===== config.mk =====
export PLATFORM = sky130hd
export DESIGN_NAME = spims_top
export DESIGN_NICKNAME = d
export VERILOG_FILES = /design/src/common/spims_pkg.sv /design/src/logic/spims_top.sv
export VERILOG_INCLUDE_DIRS = /design/src /design/src/common
export SDC_FILE = /design/constraint.sdc
export NUM_CORES = 1
export LEC_CHECK = 0
export BUFFER_PORTS_ARGS = -buffer_cell sky130_fd_sc_hd__buf_2
export CAP_MARGIN = 0
export CORE_UTILIZATION = 53
export CTS_CLUSTER_DIAMETER = 120
export DETAILED_ROUTE_END_ITERATION = 8
export PLACE_DENSITY = 0.85
export SKIP_CTS_REPAIR_TIMING = 1
export SYNTH_ARGS = -nofsm -noshare
export SYNTH_HDL_FRONTEND = slang
export SYNTH_SLANG_ARGS = --single-unit

===== constraint.sdc =====
create_clock -name clock_i -period 4.1 [get_ports clock_i]
set_input_delay 0.205 -clock clock_i [delete_from_list [all_inputs] [get_ports clock_i]]
set_output_delay 0.205 -clock clock_i [all_outputs]
set_load 0.02 [all_outputs]

===== src/common/spims_regs.svh =====
// Purpose: Register map, field positions and timing counts of the SPI byte port
// Assumes: Each register is one aligned 32-bit word on AHB-Lite
// Notes:   Byte data sits in bits 7:0, upper bits read as zero
`ifndef SPIMS_REGS_SVH
`define SPIMS_REGS_SVH
`define SPIMS_OFS_CTRL   2'h0
`define SPIMS_OFS_STAT   2'h1
`define SPIMS_OFS_DATA   2'h2
`define SPIMS_CTRL_RST   8'h00
`define SPIMS_RATE_LO    0
`define SPIMS_RATE_HI    1
`define SPIMS_PHASE      2
`define SPIMS_IDLE_LVL   3
`define SPIMS_MASTER     4
`define SPIMS_ENABLE     6
`define SPIMS_IRQ_EN     7
`define SPIMS_ST_DONE    7
`define SPIMS_ST_WRITE_COLLISION_FLAG    6
`define SPIMS_ST_MODE_FAULT_FLAG    4
`define SPIMS_HALF0      6'h04
`define SPIMS_HALF1      6'h08
`define SPIMS_HALF2      6'h10
`define SPIMS_HALF3      6'h20
`define SPIMS_LAST_EDGE  4'hf
`define SPIMS_PIN_SCK    0
`define SPIMS_PIN_MOSI   1
`define SPIMS_PIN_MISO   2
`define SPIMS_PIN_SS     3
`endif


===== src/common/spims_pkg.sv =====
// Purpose: Types shared by the SPI byte port
// Assumes: Nothing
// Notes:   Constants live in spims_regs.svh
package spims_pkg;
    typedef logic [31:0] spims_word_t;
    typedef logic [7:0]  spims_byte_t;
    typedef enum logic [0:0] {SPIMS_IDLE, SPIMS_RUN} spims_state_t;
endpackage


===== src/logic/spims_top.sv =====
// Purpose: Byte SPI port, master or slave, with AHB-Lite register slave
// Assumes: clock_i 50 MHz; pins arrive unsynchronised; external master obeys limits
// Notes:   Master rates are clock/8, /16, /32, /64
// Summary of operation
// - Shift bytes MSB first, full duplex
// - Exactly eight clock pulses per byte
// - One completion flag, no separate buffer flags
// - Four master rates from two select bits
// - Master drives SCK and MOSI, samples MISO
// - Data write loads shifter and starts master
// - Enabled master: master and enable bits hold only while SS high
// - Set done flag; interrupt if enabled and unmasked
// - Copy received byte to buffer at completion
// - Status access then data read clears done
// - Data writes ignored while done until status read
// - Slave uses SCK, ignores rate bits
// - Slave: MOSI input, MISO output when enabled and SS low
// - Slave shifts out on MISO following SCK
// - Both ends use same polarity and phase
// - Unselected slave leaves bus alone
// - Polarity sets idle level; phase picks sample edge
// - Write during transfer discarded, collision flag set
// - SS low in master: fault, drop enable, master
// - Slave phase clear: SS low freezes data
`timescale 1ns/10ps
`include "spims_regs.svh"
module spims_top #(
    parameter int DW = 8
) (
    input  wire logic                clock_i,
    input  wire logic                rstn_i,
    input  wire logic                hsel_i,
    input  wire spims_pkg::spims_word_t haddr_i,
    input  wire logic [1:0]          htrans_i,
    input  wire logic                hwrite_i,
    input  wire logic [2:0]          hsize_i,
    input  wire spims_pkg::spims_word_t hwdata_i,
    input  wire logic                hready_i,
    output spims_pkg::spims_word_t   hrdata_o,
    output logic                     hreadyout_o,
    output logic                     hresp_o,
    input  wire logic                irq_mask_i,
    output logic                     spi_irq_o,
    input  wire logic                sck_i,
    output logic                     sck_o,
    output logic                     sck_oe_n_o,
    input  wire logic                mosi_i,
    output logic                     mosi_o,
    output logic                     mosi_oe_n_o,
    input  wire logic                miso_i,
    output logic                     miso_o,
    output logic                     miso_oe_n_o,
    input  wire logic                ss_n_i
);
    import spims_pkg::*;

    if (DW != 8) begin : g_chk
        $error("spims_top serves byte transfers only");
    end

    logic [3:0]   s1_r;
    logic [3:0]   s2_r;
    spims_state_t st_r;
    spims_state_t st_nxt;
    spims_byte_t  ctrl_r;
    spims_byte_t  ctrl_nxt;
    spims_byte_t  sh_r;
    spims_byte_t  sh_nxt;
    spims_byte_t  rx_r;
    spims_byte_t  rx_nxt;
    logic         out_r;
    logic         out_nxt;
    logic         sck_r;
    logic         sck_nxt;
    logic         skp_r;
    logic [3:0]   cnt_r;
    logic [3:0]   cnt_nxt;
    logic [5:0]   dv_r;
    logic [5:0]   dv_nxt;
    logic         done_r;
    logic         done_nxt;
    logic         write_collision_flag_r;
    logic         write_collision_flag_nxt;
    logic         mode_fault_flag_r;
    logic         mode_fault_flag_nxt;
    logic         arm_r;
    logic         arm_nxt;
    logic         marm_r;
    logic         marm_nxt;
    logic         irq_r;
    logic         irq_nxt;
    logic         aw_r;
    logic [1:0]   aa_r;
    spims_word_t  rd_r;
    spims_word_t  rd_nxt;
    logic         ap;
    logic         en;
    logic         mst;
    logic         pha;
    logic         ss_lo;
    logic         din;
    logic         ev;
    logic         busy;
    logic         wr_data;
    logic         wr_ctrl;
    logic [5:0]   half;
    logic         done_set;
    logic         mode_fault_flag_set;
    logic         write_collision_flag_set;
    logic         clr_flags;

    // Two-stage synchronisers for all pins
    always_ff @(posedge clock_i or negedge rstn_i) begin
        if (!rstn_i) begin
            s1_r <= 4'h8;
            s2_r <= 4'h8;
        end else begin
            s1_r <= {ss_n_i, miso_i, mosi_i, sck_i};
            s2_r <= s1_r;
        end
    end

    assign ap      = hsel_i & htrans_i[1] & hready_i;
    assign en      = ctrl_r[`SPIMS_ENABLE];
    assign mst     = ctrl_r[`SPIMS_MASTER];
    assign pha     = ctrl_r[`SPIMS_PHASE];
    assign ss_lo   = ~s2_r[`SPIMS_PIN_SS];
    assign din     = mst ? s2_r[`SPIMS_PIN_MISO] : s2_r[`SPIMS_PIN_MOSI];
    assign wr_data = aw_r & (aa_r == `SPIMS_OFS_DATA);
    assign wr_ctrl = aw_r & (aa_r == `SPIMS_OFS_CTRL);
    assign busy    = en & (mst ? (st_r == SPIMS_RUN)
                               : (ss_lo & (~pha | (cnt_r != 4'h0))));

    always_comb begin
        case (ctrl_r[`SPIMS_RATE_HI:`SPIMS_RATE_LO])
            2'h0:    half = `SPIMS_HALF0;
            2'h1:    half = `SPIMS_HALF1;
            2'h2:    half = `SPIMS_HALF2;
            default: half = `SPIMS_HALF3;
        endcase
    end

    always_comb begin
        st_nxt    = st_r;
        ctrl_nxt  = ctrl_r;
        sh_nxt    = sh_r;
        rx_nxt    = rx_r;
        out_nxt   = out_r;
        sck_nxt   = sck_r;
        cnt_nxt   = cnt_r;
        dv_nxt    = dv_r;
        arm_nxt   = arm_r;
        marm_nxt  = marm_r;
        rd_nxt    = '0;
        ev        = 1'b0;
        done_set  = 1'b0;
        mode_fault_flag_set  = 1'b0;
        write_collision_flag_set  = 1'b0;
        clr_flags = 1'b0;
        if (st_r == SPIMS_IDLE) begin
            sck_nxt = ctrl_r[`SPIMS_IDLE_LVL];
        end
        // Serial engine
        if (!en) begin
            st_nxt  = SPIMS_IDLE;
            cnt_nxt = 4'h0;
        end else if (mst) begin
            if (ss_lo) begin
                mode_fault_flag_set = 1'b1;
                st_nxt   = SPIMS_IDLE;
                cnt_nxt  = 4'h0;
            end else if (st_r == SPIMS_RUN) begin
                if (dv_r == half - 6'h01) begin
                    dv_nxt  = 6'h00;
                    ev      = 1'b1;
                    sck_nxt = ~sck_r;
                end else begin
                    dv_nxt = dv_r + 6'h01;
                end
            end
        end else if (ss_lo) begin
            if (st_r == SPIMS_IDLE) begin
                out_nxt = sh_r[7];
            end
            st_nxt = SPIMS_RUN;
            ev     = s2_r[`SPIMS_PIN_SCK] != skp_r;
        end else begin
            st_nxt  = SPIMS_IDLE;
            cnt_nxt = 4'h0;
        end
        if (ev) begin
            cnt_nxt = cnt_r + 4'h1;
            if (cnt_r[0] == pha) begin
                sh_nxt = {sh_r[6:0], din};
            end else begin
                out_nxt = sh_r[7];
            end
            if (cnt_r == `SPIMS_LAST_EDGE) begin
                done_set = 1'b1;
                rx_nxt   = sh_nxt;
                if (mst) begin
                    st_nxt = SPIMS_IDLE;
                end
            end
        end
        // Register reads and their side effects
        if (ap) begin
            if (haddr_i[3:2] == `SPIMS_OFS_STAT) begin
                if (done_r | write_collision_flag_r) begin
                    arm_nxt = 1'b1;
                end
                if (mode_fault_flag_r) begin
                    marm_nxt = 1'b1;
                end
            end
            if (!hwrite_i) begin
                case (haddr_i[3:2])
                    `SPIMS_OFS_CTRL: rd_nxt = {24'h0, ctrl_r};
                    `SPIMS_OFS_STAT: rd_nxt = {24'h0, done_r, write_collision_flag_r, 1'b0, mode_fault_flag_r, 4'h0};
                    `SPIMS_OFS_DATA: rd_nxt = {24'h0, rx_r};
                    default:         rd_nxt = '0;
                endcase
                if ((haddr_i[3:2] == `SPIMS_OFS_DATA) && arm_r) begin
                    clr_flags = 1'b1;
                    arm_nxt   = 1'b0;
                end
            end
        end
        // Register writes
        if (wr_data) begin
            if (done_r && !arm_r) begin
                write_collision_flag_set = 1'b0;
            end else if (busy) begin
                write_collision_flag_set = 1'b1;
            end else begin
                sh_nxt  = hwdata_i[7:0];
                out_nxt = hwdata_i[7];
                if (en && mst) begin
                    st_nxt  = SPIMS_RUN;
                    dv_nxt  = 6'h00;
                    cnt_nxt = 4'h0;
                end
            end
        end
        if (wr_ctrl) begin
            ctrl_nxt = hwdata_i[7:0];
            if (mode_fault_flag_r && !marm_r) begin
                ctrl_nxt[`SPIMS_ENABLE] = 1'b0;
                ctrl_nxt[`SPIMS_MASTER] = 1'b0;
            end
            marm_nxt = 1'b0;
        end
        if (mode_fault_flag_set) begin
            ctrl_nxt[`SPIMS_ENABLE] = 1'b0;
            ctrl_nxt[`SPIMS_MASTER] = 1'b0;
        end
        // Hardware set wins over software clear
        done_nxt = done_set | (done_r & ~clr_flags);
        write_collision_flag_nxt = write_collision_flag_set | (write_collision_flag_r & ~clr_flags);
        mode_fault_flag_nxt = mode_fault_flag_set | (mode_fault_flag_r & ~(wr_ctrl & marm_r));
        irq_nxt  = (done_r | mode_fault_flag_r) & ctrl_r[`SPIMS_IRQ_EN] & ~irq_mask_i;
    end

    always_ff @(posedge clock_i or negedge rstn_i) begin
        if (!rstn_i) begin
            st_r   <= SPIMS_IDLE;
            ctrl_r <= `SPIMS_CTRL_RST;
            sh_r   <= 8'h00;
            rx_r   <= 8'h00;
            out_r  <= 1'b0;
            sck_r  <= 1'b0;
            skp_r  <= 1'b0;
            cnt_r  <= 4'h0;
            dv_r   <= 6'h00;
            done_r <= 1'b0;
            write_collision_flag_r <= 1'b0;
            mode_fault_flag_r <= 1'b0;
            arm_r  <= 1'b0;
            marm_r <= 1'b0;
            irq_r  <= 1'b0;
            aw_r   <= 1'b0;
            aa_r   <= 2'h0;
            rd_r   <= '0;
        end else begin
            st_r   <= st_nxt;
            ctrl_r <= ctrl_nxt;
            sh_r   <= sh_nxt;
            rx_r   <= rx_nxt;
            out_r  <= out_nxt;
            sck_r  <= sck_nxt;
            skp_r  <= s2_r[`SPIMS_PIN_SCK];
            cnt_r  <= cnt_nxt;
            dv_r   <= dv_nxt;
            done_r <= done_nxt;
            write_collision_flag_r <= write_collision_flag_nxt;
            mode_fault_flag_r <= mode_fault_flag_nxt;
            arm_r  <= arm_nxt;
            marm_r <= marm_nxt;
            irq_r  <= irq_nxt;
            aw_r   <= ap & hwrite_i;
            aa_r   <= haddr_i[3:2];
            rd_r   <= rd_nxt;
        end
    end

    assign hrdata_o    = rd_r;
    assign hreadyout_o = 1'b1;
    assign hresp_o     = 1'b0;
    assign spi_irq_o   = irq_r;
    assign sck_o       = sck_r;
    assign mosi_o      = out_r;
    assign miso_o      = out_r;
    assign sck_oe_n_o  = ~(en & mst);
    assign mosi_oe_n_o = ~(en & mst);
    assign miso_oe_n_o = ~(en & ~mst & ss_lo);
endmodule


==> key figures, run 1 <==
Die
  • Row cnt: 28
  • Chip Width: 80.12 um
  • DIE AREA: 6419 sq um
  • I/O pins: 120
  • Starting Density: 54.63%
  • Die height: 80.12 um
  • Core area: 5921 sq um

Setup path
  • Max incr delay on CP: 0.53 ns
  • Crit path required time: 4.33 ns
  • Arrival @ worst endpoint: 2.73 ns
  • Critical path peak fanout: 14
  • Critical path, cell by cell: nor3b_1 -> nand2_1 -> a21oi_4 -> mux2_2
  • R2r startpoint: ctrl_r[4]
  • Slowest-stage cell, CP: dfrtp_1
  • Reg-to-Reg End: rx_r[1]
  • Crit path kind: register to register
  • Worst r2r path cells: 4
  • Startpoint Class: register
  • Reg2Reg Setup Slack: 1.59 ns
  • Crit. End Element: register

Pwr
  • Int Pwr: 1.143 mW
  • Pwr per Cell Area: 440.0 nW/um^2
  • Worst vdd ir: 0.0003074 V
  • Sw Ratio: 28.06%
  • Combinational share of power: 16.2%
  • Sequential Power Share: 46.5%
  • Leakage: 1.758 nW
  • Switching pwr: 445.8 uW
  • Clock power frac: 37.3%

STA
  • RSZ-0062 raised after global routing: no
  • Worst-Margin Slew: 1.024 ns
  • Fin. Hold Viols: 0
  • Final setup margin: 1.594 ns
  • Final Skew: 0.007141 ns
  • Total Neg Setup Slack: 0 ns
  • Pins Over Slew Limit: 0
  • Worst slew margin: 31.60%
  • Fmax: 399.1 MHz
  • Min Hold Slack: 0.007100 ns
  • Final Setup Violations: 0
  • Final min period: 2.506 ns
  • Fin crit share: 61.12%

Clocking
  • Clock edge transition at the registers on the reported setup and hold paths: 0.07 ns
  • Clock Latency Late Sink: 0.35 ns
  • Clock tree from TritonCTS: yes
  • CTS buffer count: 9
  • CTS sink cnt: 63
  • Root Buffer Master: clkbuf_8
  • Clock Tree Buf Depth: 2
  • H-Tree Depth: 3

Yosys
  • Seq cells post-synth: 63
  • Area share of the largest cell type after synthesis: 47.20%
  • Area contributors post-synth: dfrtp_1 47%, buf_4 6.5%, mux2i_1 5.3%
  • Mean Syn Cell Area: 10.40 sq um
  • Number of synthesized flops with an enable pin: 0
  • Biggest area consumer among synthesized cells: dfrtp_1
  • Async SR Flop Fraction: 100.0%
  • Unique masters post-synth: 48
  • Cells after Synth: 311
  • Post-synth top flop: dfrtp_1
  • Sequential area share after synthesis: 48.82%
  • Yosys warns: 0
  • Post-Syn Area: 3234 sq um

Global routing
  • Gr ovfl total: 0
  • Gr usage total: 22.61%
  • Initial antenna violation count: 0
  • Largest net degree at the start of global routing: 47
  • Via count of the first global-routing pass: 2284
  • First-pass GRT wire length: 10640 um

Route
  • Post-DRT Antenna Nets: 0
  • Post-Route WL: 6754 um
  • Vias per cell: 5.635
  • Vias: 2406
  • First drt pass iteration count: 4
  • Post-route DRC violation count: 0
  • Starting DRT DRC Count: 200
  • Wire per inst: 15.82 um

Layout
  • Area Overhead vs Synth: 11.64%
  • N_diodes: 0
  • Layout net count: 429
  • Most common cell after layout, fill and taps aside: dfrtp_1
  • Multi-input logic area: 1453 sq um
  • Fillcell total: 484
  • Most frequent cells in the layout: 61 x dfrtp_1, 35 x buf_2, 26 x conb_1
  • Register Area: 1579 sq um
  • Share of cells above drive strength 1: 21.31%

Worst hold path
  • Hold Path Sink: spi_irq_o
  • Hold path start: irq_mask_i
  • Hold crit path type: input pin to register
  • Hold Path Cell Cnt: 2

Run status
  • Status: finished, final reports clean

Placed design
  • Pre-CTS WS: 1.678 ns
  • Port Buffer Count: 35
  • Placed wire-length estimate: 4495 um
  • GPL Wtd Cong: 0.8269

Run
  • Max-cap violations: 0
layout make-up:
type / instances / share of cell area [%]
sequential: 63 / 43.73
tap: 75 / 2.599
clock inverter: 4 / 1.940
clock buffer: 12 / 4.019
timing repair buffer: 42 / 6.653
multi-input combinational: 223 / 40.23
inverter: 8 / 0.8316
synth_stat cells (3+ instances only):
master / n
dfrtp_1: 61
buf_4: 28
nor2_1: 22
mux2i_1: 17
nand2_1: 17
nand3_1: 16
a21oi_1: 14
mux2_2: 14
and2_1: 10
a21o_1: 8
clkbuf_1: 8
inv_1: 8
nand4_1: 8
nor3_1: 6
o2111ai_1: 6
o21ai_0: 6
nand2b_1: 5
xnor2_1: 5
nor2b_1: 4
a211oi_1: 3
a31o_2: 3
a31oi_1: 3
buf_2: 3
ha_1: 3
xor2_1: 3
worst max path at each step:
stage / from / to / slack, ns
global placement: ctrl_r[4] / rx_r[1] / 1.68
detailed placement: ctrl_r[4] / rx_r[6] / 1.68
finish: ctrl_r[4] / rx_r[1] / 1.59
CTS: ctrl_r[4] / rx_r[1] / 1.65
global route: cnt_r[0] / sh_r[1] / 1.49
floorplan: s2_r[3] / rx_r[0] / 2.07
layer usage:
layer  up-vias  track usage [%]  part of all wire [%]
met1      1170            27.82                    43
met3        17            6.250                   5.5
li1       1117                -                     -
met2       102            36.15                    49
met5         -                0                     0
met4         0            11.96                   2.1
sequential cells by signal, indices dropped and copies added (netlist names), 2 cells and up:
signal,flops
s2_r,4
ctrl_r,8
hrdata_o,8
cnt_r,4
sh_r,8
dv_r,6
s1_r,4
aa_r,2
rx_r,8
worst max-delay path: cells and delay by family (launching register included):
family	cells	cell delay (ns)
compound gates	1	0.52
flops	1	0.53
simple gates	2	0.93
mux	1	0.40
cell families (layout without fill, tap and decap cells):
group / count (synthesis) / count (layout) / synth area share (%)
flops: 63 / 63 / 48.82
compound gates: 53 / 53 / 11.64
fa+ha+maj: 3 / 3 / 1.161
simple gates: 102 / 102 / 16.79
buf+inv: 49 / 66 / 9.052
mux: 31 / 31 / 10.14
other cells: 2 / 26 / 0.2322
xor+xnor: 8 / 8 / 2.166
power groups by stage:
stage,clock network [mW],logic [mW],registers (mW)
floorplan,0,0.211,0.730
global placement,0,0.240,0.745
detailed placement,0,0.251,0.748
CTS,0.597,0.254,0.737
global route,0.623,0.288,0.745
finish,0.592,0.258,0.739
stage by stage:
stage                     instance area, sq um  std cells  power [mW]  util (%)
after floorplan                           3324        335      0.9408         -
after global placement                    3346        406      0.9851     56.51
after detailed placement                  3346        406      0.9981     56.51
after CTS                                 3561        422       1.587     60.14
after global routing                      3611        427       1.657     60.99
final                                     3611        427       1.589     60.99
Power figures use the tool's default switching activity.
==> run 2: changes to the inputs <==
--- a/config.mk
+++ b/config.mk
@@ -6,12 +6,13 @@
 export SDC_FILE = /design/constraint.sdc
 export NUM_CORES = 1
 export LEC_CHECK = 0
+export ABC_AREA = 1
 export BUFFER_PORTS_ARGS = -buffer_cell sky130_fd_sc_hd__buf_2
 export CAP_MARGIN = 0
-export CORE_UTILIZATION = 53
+export CORE_UTILIZATION = 45
 export CTS_CLUSTER_DIAMETER = 120
 export DETAILED_ROUTE_END_ITERATION = 8
-export PLACE_DENSITY = 0.85
+export PLACE_DENSITY = 0.77
 export SKIP_CTS_REPAIR_TIMING = 1
 export SYNTH_ARGS = -nofsm -noshare
 export SYNTH_HDL_FRONTEND = slang
==> constraint.sdc (replaced) <==
create_clock -name clock_i -period 2.22 [get_ports clock_i]
set_input_delay 0.111 -clock clock_i [delete_from_list [all_inputs] [get_ports clock_i]]
set_output_delay 0.111 -clock clock_i [all_outputs]
set_load 0.02 [all_outputs]
==> key figures, run 2 <==
Die
  • Row cnt: 30 (+7.1%)
  • I/O pins: 120 (unchanged)
  • Chip Width: 86.86 um (+8.4%)
  • Die height: 86.86 um (+8.4%)
  • Core area: 6869 sq um (+16%)
  • Starting Density: 47.18% (-7.5 points)
  • DIE AREA: 7545 sq um (+18%)

Clocking
  • Clock tree from TritonCTS: yes
  • CTS sink cnt: 63 (unchanged)
  • Root Buffer Master: clkbuf_8
  • Clock edge transition at the registers on the reported setup and hold paths: 0.06 ns (about the same)
  • CTS buffer count: 9 (unchanged)
  • Clock Tree Buf Depth: 2 (unchanged)
  • Clock Latency Late Sink: 0.34 ns (about the same)
  • H-Tree Depth: 3 (unchanged)

Setup path
  • CP dominant cell by count: nand2_4
  • Critical path, cell by cell: nand3_2 -> nor2_4 -> nand2_2 -> inv_2 -> nand2_4 -> nand2_8 -> nand2_4 -> nand2_1 -> o21ai_2
  • Crit path kind: register to register
  • Buf/Inv on CP: 1 (+1)
  • Critical path peak fanout: 18 (+4)
  • Crit. End Element: register
  • Critical Path Stages: 9 (+5)
  • Startpoint Class: register
  • Slowest-stage cell, CP: dfstp_2
  • Crit path required time: 2.44 ns (-1.89 ns)
  • Arrival @ worst endpoint: 2.07 ns (-0.66 ns)
  • Max incr delay on CP: 0.58 ns (+0.05 ns)
  • Worst r2r path cells: 9 (+5)
  • CP delay by family, top: simple AND/OR/NAND/NOR gates

Yosys
  • Unique masters post-synth: 39 (-19%)
  • Area share of the largest cell type after synthesis: 47.10% (-0.091 points)
  • Top-count cell post-synth: nand2_1
  • Synth cell count leaders: 93 x nand2_1, 61 x dfrtp_1, 44 x inv_1
  • Area contributors post-synth: dfrtp_1 47%, nand2_1 11%, buf_4 6.7%
  • Sequential area share after synthesis: 48.73% (-0.094 points)
  • Cells after Synth: 382 (+23%)
  • Async SR Flop Fraction: 100.0% (unchanged)
  • Post-Syn Area: 3241 sq um (+0.19%)
  • Yosys warns: 0 (unchanged)
  • Biggest area consumer among synthesized cells: dfrtp_1
  • Seq cells post-synth: 63 (unchanged)
  • Post-synth top flop: dfrtp_1
  • Mean Syn Cell Area: 8.483 sq um (-18%)
  • Number of synthesized flops with an enable pin: 0 (unchanged)

STA
  • Fin crit share: 83.20% (+22 points)
  • Final Setup Violations: 0 (unchanged)
  • RSZ-0062 raised after global routing: no
  • Min Hold Slack: -0.007118 ns (-0.01422 ns)
  • Worst-Margin Slew: 0.7602 ns (-0.2637 ns)
  • Total Neg Setup Slack: 0 ns (unchanged)
  • Pins Over Slew Limit: 0 (unchanged)
  • Final Skew: 0.006694 ns (-0.0004473 ns)
  • Fin. Hold Viols: 2 (+2)
  • Final min period: 1.847 ns (-0.6588 ns)
  • Fmax: 541.4 MHz (+36%)
  • Worst slew margin: 49.32% (+18 points)

Global routing
  • Largest net degree at the start of global routing: 64 (+36%)
  • Via count of the first global-routing pass: 2304 (+0.88%)
  • Gr usage total: 18.91% (-3.7 points)
  • First-pass GRT wire length: 10780 um (+1.4%)
  • Initial antenna violation count: 0 (unchanged)
  • Gr ovfl total: 0 (unchanged)

Route
  • Wire per inst: 12.03 um (-24%)
  • Post-DRT Antenna Nets: 0 (unchanged)
  • Post-Route WL: 6414 um (-5.0%)
  • Vias per cell: 4.814 (-15%)
  • Starting DRT DRC Count: 180 (-10%)
  • First drt pass iteration count: 5 (+1)
  • Post-route DRC violation count: 0 (unchanged)
  • Vias: 2566 (+6.7%)

Run
  • Max-cap violations: 0 (unchanged)

Layout
  • Layout Utilization: 53.46% (-7.5 points)
  • Multi-input logic area: 1318 sq um (-9.3%)
  • Most frequent cells in the layout: 93 x nand2_1, 61 x dfrtp_1, 44 x inv_1
  • Most common cell after layout, fill and taps aside: nand2_1
  • Area Overhead vs Synth: 13.32%
  • Fillcell total: 666 (+38%)
  • N_diodes: 0 (unchanged)
  • Register Area: 1579 sq um (unchanged)
  • Layout net count: 514 (+20%)
  • Share of cells above drive strength 1: 18.54% (-2.8 points)

Run status
  • Violated checks: negative hold slack
  • Status: finished with violations

Placed design
  • Placed wire-length estimate: 4517 um (+0.48%)
  • GPL Wtd Cong: 0.8952 (+8.3%)
  • Port Buffer Count: 35 (unchanged)

Worst hold path
  • Hold crit path type: input pin to register
  • Hold Path Cell Cnt: 3 (+1)

Pwr
  • Combinational share of power: 23.5% (+7.3 points)
  • Pwr per Cell Area: 796.7 nW/um^2 (+81%)
  • Leakage: 1.943 nW (+11%)
  • Worst vdd ir: 0.0004874 V (+59%)
  • Clock power frac: 28.5% (-8.8 points)
  • Int Pwr: 1.932 mW (+69%)
  • Sequential Power Share: 48.0% (+1.5 points)
  • Switching pwr: 993.9 uW (+120%)
  • Sw Ratio: 33.97% (+5.9 points)
run 2: changes by cell type after synthesis, sizes merged, moves of 12 or more:
| cell | delta |
|---|---|
| nand2 | +83 |
| inv | +40 |
| o21ai | +24 |
| mux2i | -17 |
| mux2 | -14 |
| nand3 | +12 |
run 2: power groups by stage:
stage | Clock (mW) | Sequential [mW] | Combinational [mW]
floorplan | 0 | 1.41 | 0.529
CTS | 0.851 | 1.40 | 0.671
finish | 0.833 | 1.40 | 0.688
detailed placement | 0 | 1.42 | 0.664
global placement | 0 | 1.42 | 0.646
global route | 0.924 | 1.42 | 0.785
run 2: worst reg2reg max path, cell delays in order (launching register included):
cell and delay [ns]:
dfstp_2 0.58, nand3_2 0.10, nor2_4 0.23, nand2_2 0.08, inv_2 0.08, nand2_4 0.13, nand2_8 0.16, nand2_4 0.17
nand2_1 0.13, o21ai_2 0.06
run 2: cells by family (layout without fill, tap and decap cells):
group | Yosys count | count (layout) | synth area share, %
buffers and inverters | 82 | 113 | 13.40
other | 2 | 26 | 0.2317
XOR/XNOR | 4 | 4 | 1.081
AO/OA/AOI/OAI | 50 | 50 | 9.730
flip-flops | 63 | 63 | 48.73
adder cells (fa/ha/maj) | 3 | 3 | 1.158
AND/OR/NAND/NOR | 178 | 178 | 25.68
run 2: metrics by stage:
| stage | cell area, sq um | std cells | hold slack, ns | power [mW] | setup WS (ns) |
|---|---|---|---|---|---|
| 6_report | 3672 | 533 | -0.007118 | 2.926 | 0.3729 |
| 3_5_place_dp | 3387 | 505 | 0.2209 | 2.088 | 0.4146 |
| 3_3_place_gp | 3387 | 505 | 0.2163 | 2.063 | 0.4316 |
| 2_1_floorplan | 3331 | 406 | -0.1846 | 1.941 | 0.6656 |
| 4_1_cts | 3552 | 521 | -0.1443 | 2.925 | 0.3873 |
| 5_1_grt | 3672 | 533 | -0.0003590 | 3.128 | 0.2750 |
run 2: worst paths after layout:
| check | startpoint | endpoint | slack [ns] |
|---|---|---|---|
| worst min register to register | s1_r[2] | s2_r[2] | 0.35 |
| worst min-delay path | hwdata_i[5] | sh_r[5] | -0.007 |
| min in group asynchronous | rstn_i | sh_r[2] | 0.46 |
| max in group asynchronous | rstn_i | dv_r[5] | 1.27 |
| worst max register to register | s2_r[3] | rx_r[2] | 0.37 |
| worst max-delay path | s2_r[3] | rx_r[2] | 0.37 |
run 2: per-layer routing:
layer	routed length, um	global-route usage, %	share of wire [%]
met2	2948	29.13	46
met3	408	7.014	6.4
met4	68	5.606	1.1
met5	0	0	0
met1	2989	24.94	47
run 2: layout make-up:
type / count / area share, %
Clock inverter: 6 / 1.022
Tap cell: 96 / 3.271
Clock buffer: 10 / 3.475
Multi-Input combinational cell: 261 / 35.88
Inverter: 48 / 4.906
Timing Repair Buffer: 49 / 8.450
Sequential cell: 63 / 43.00
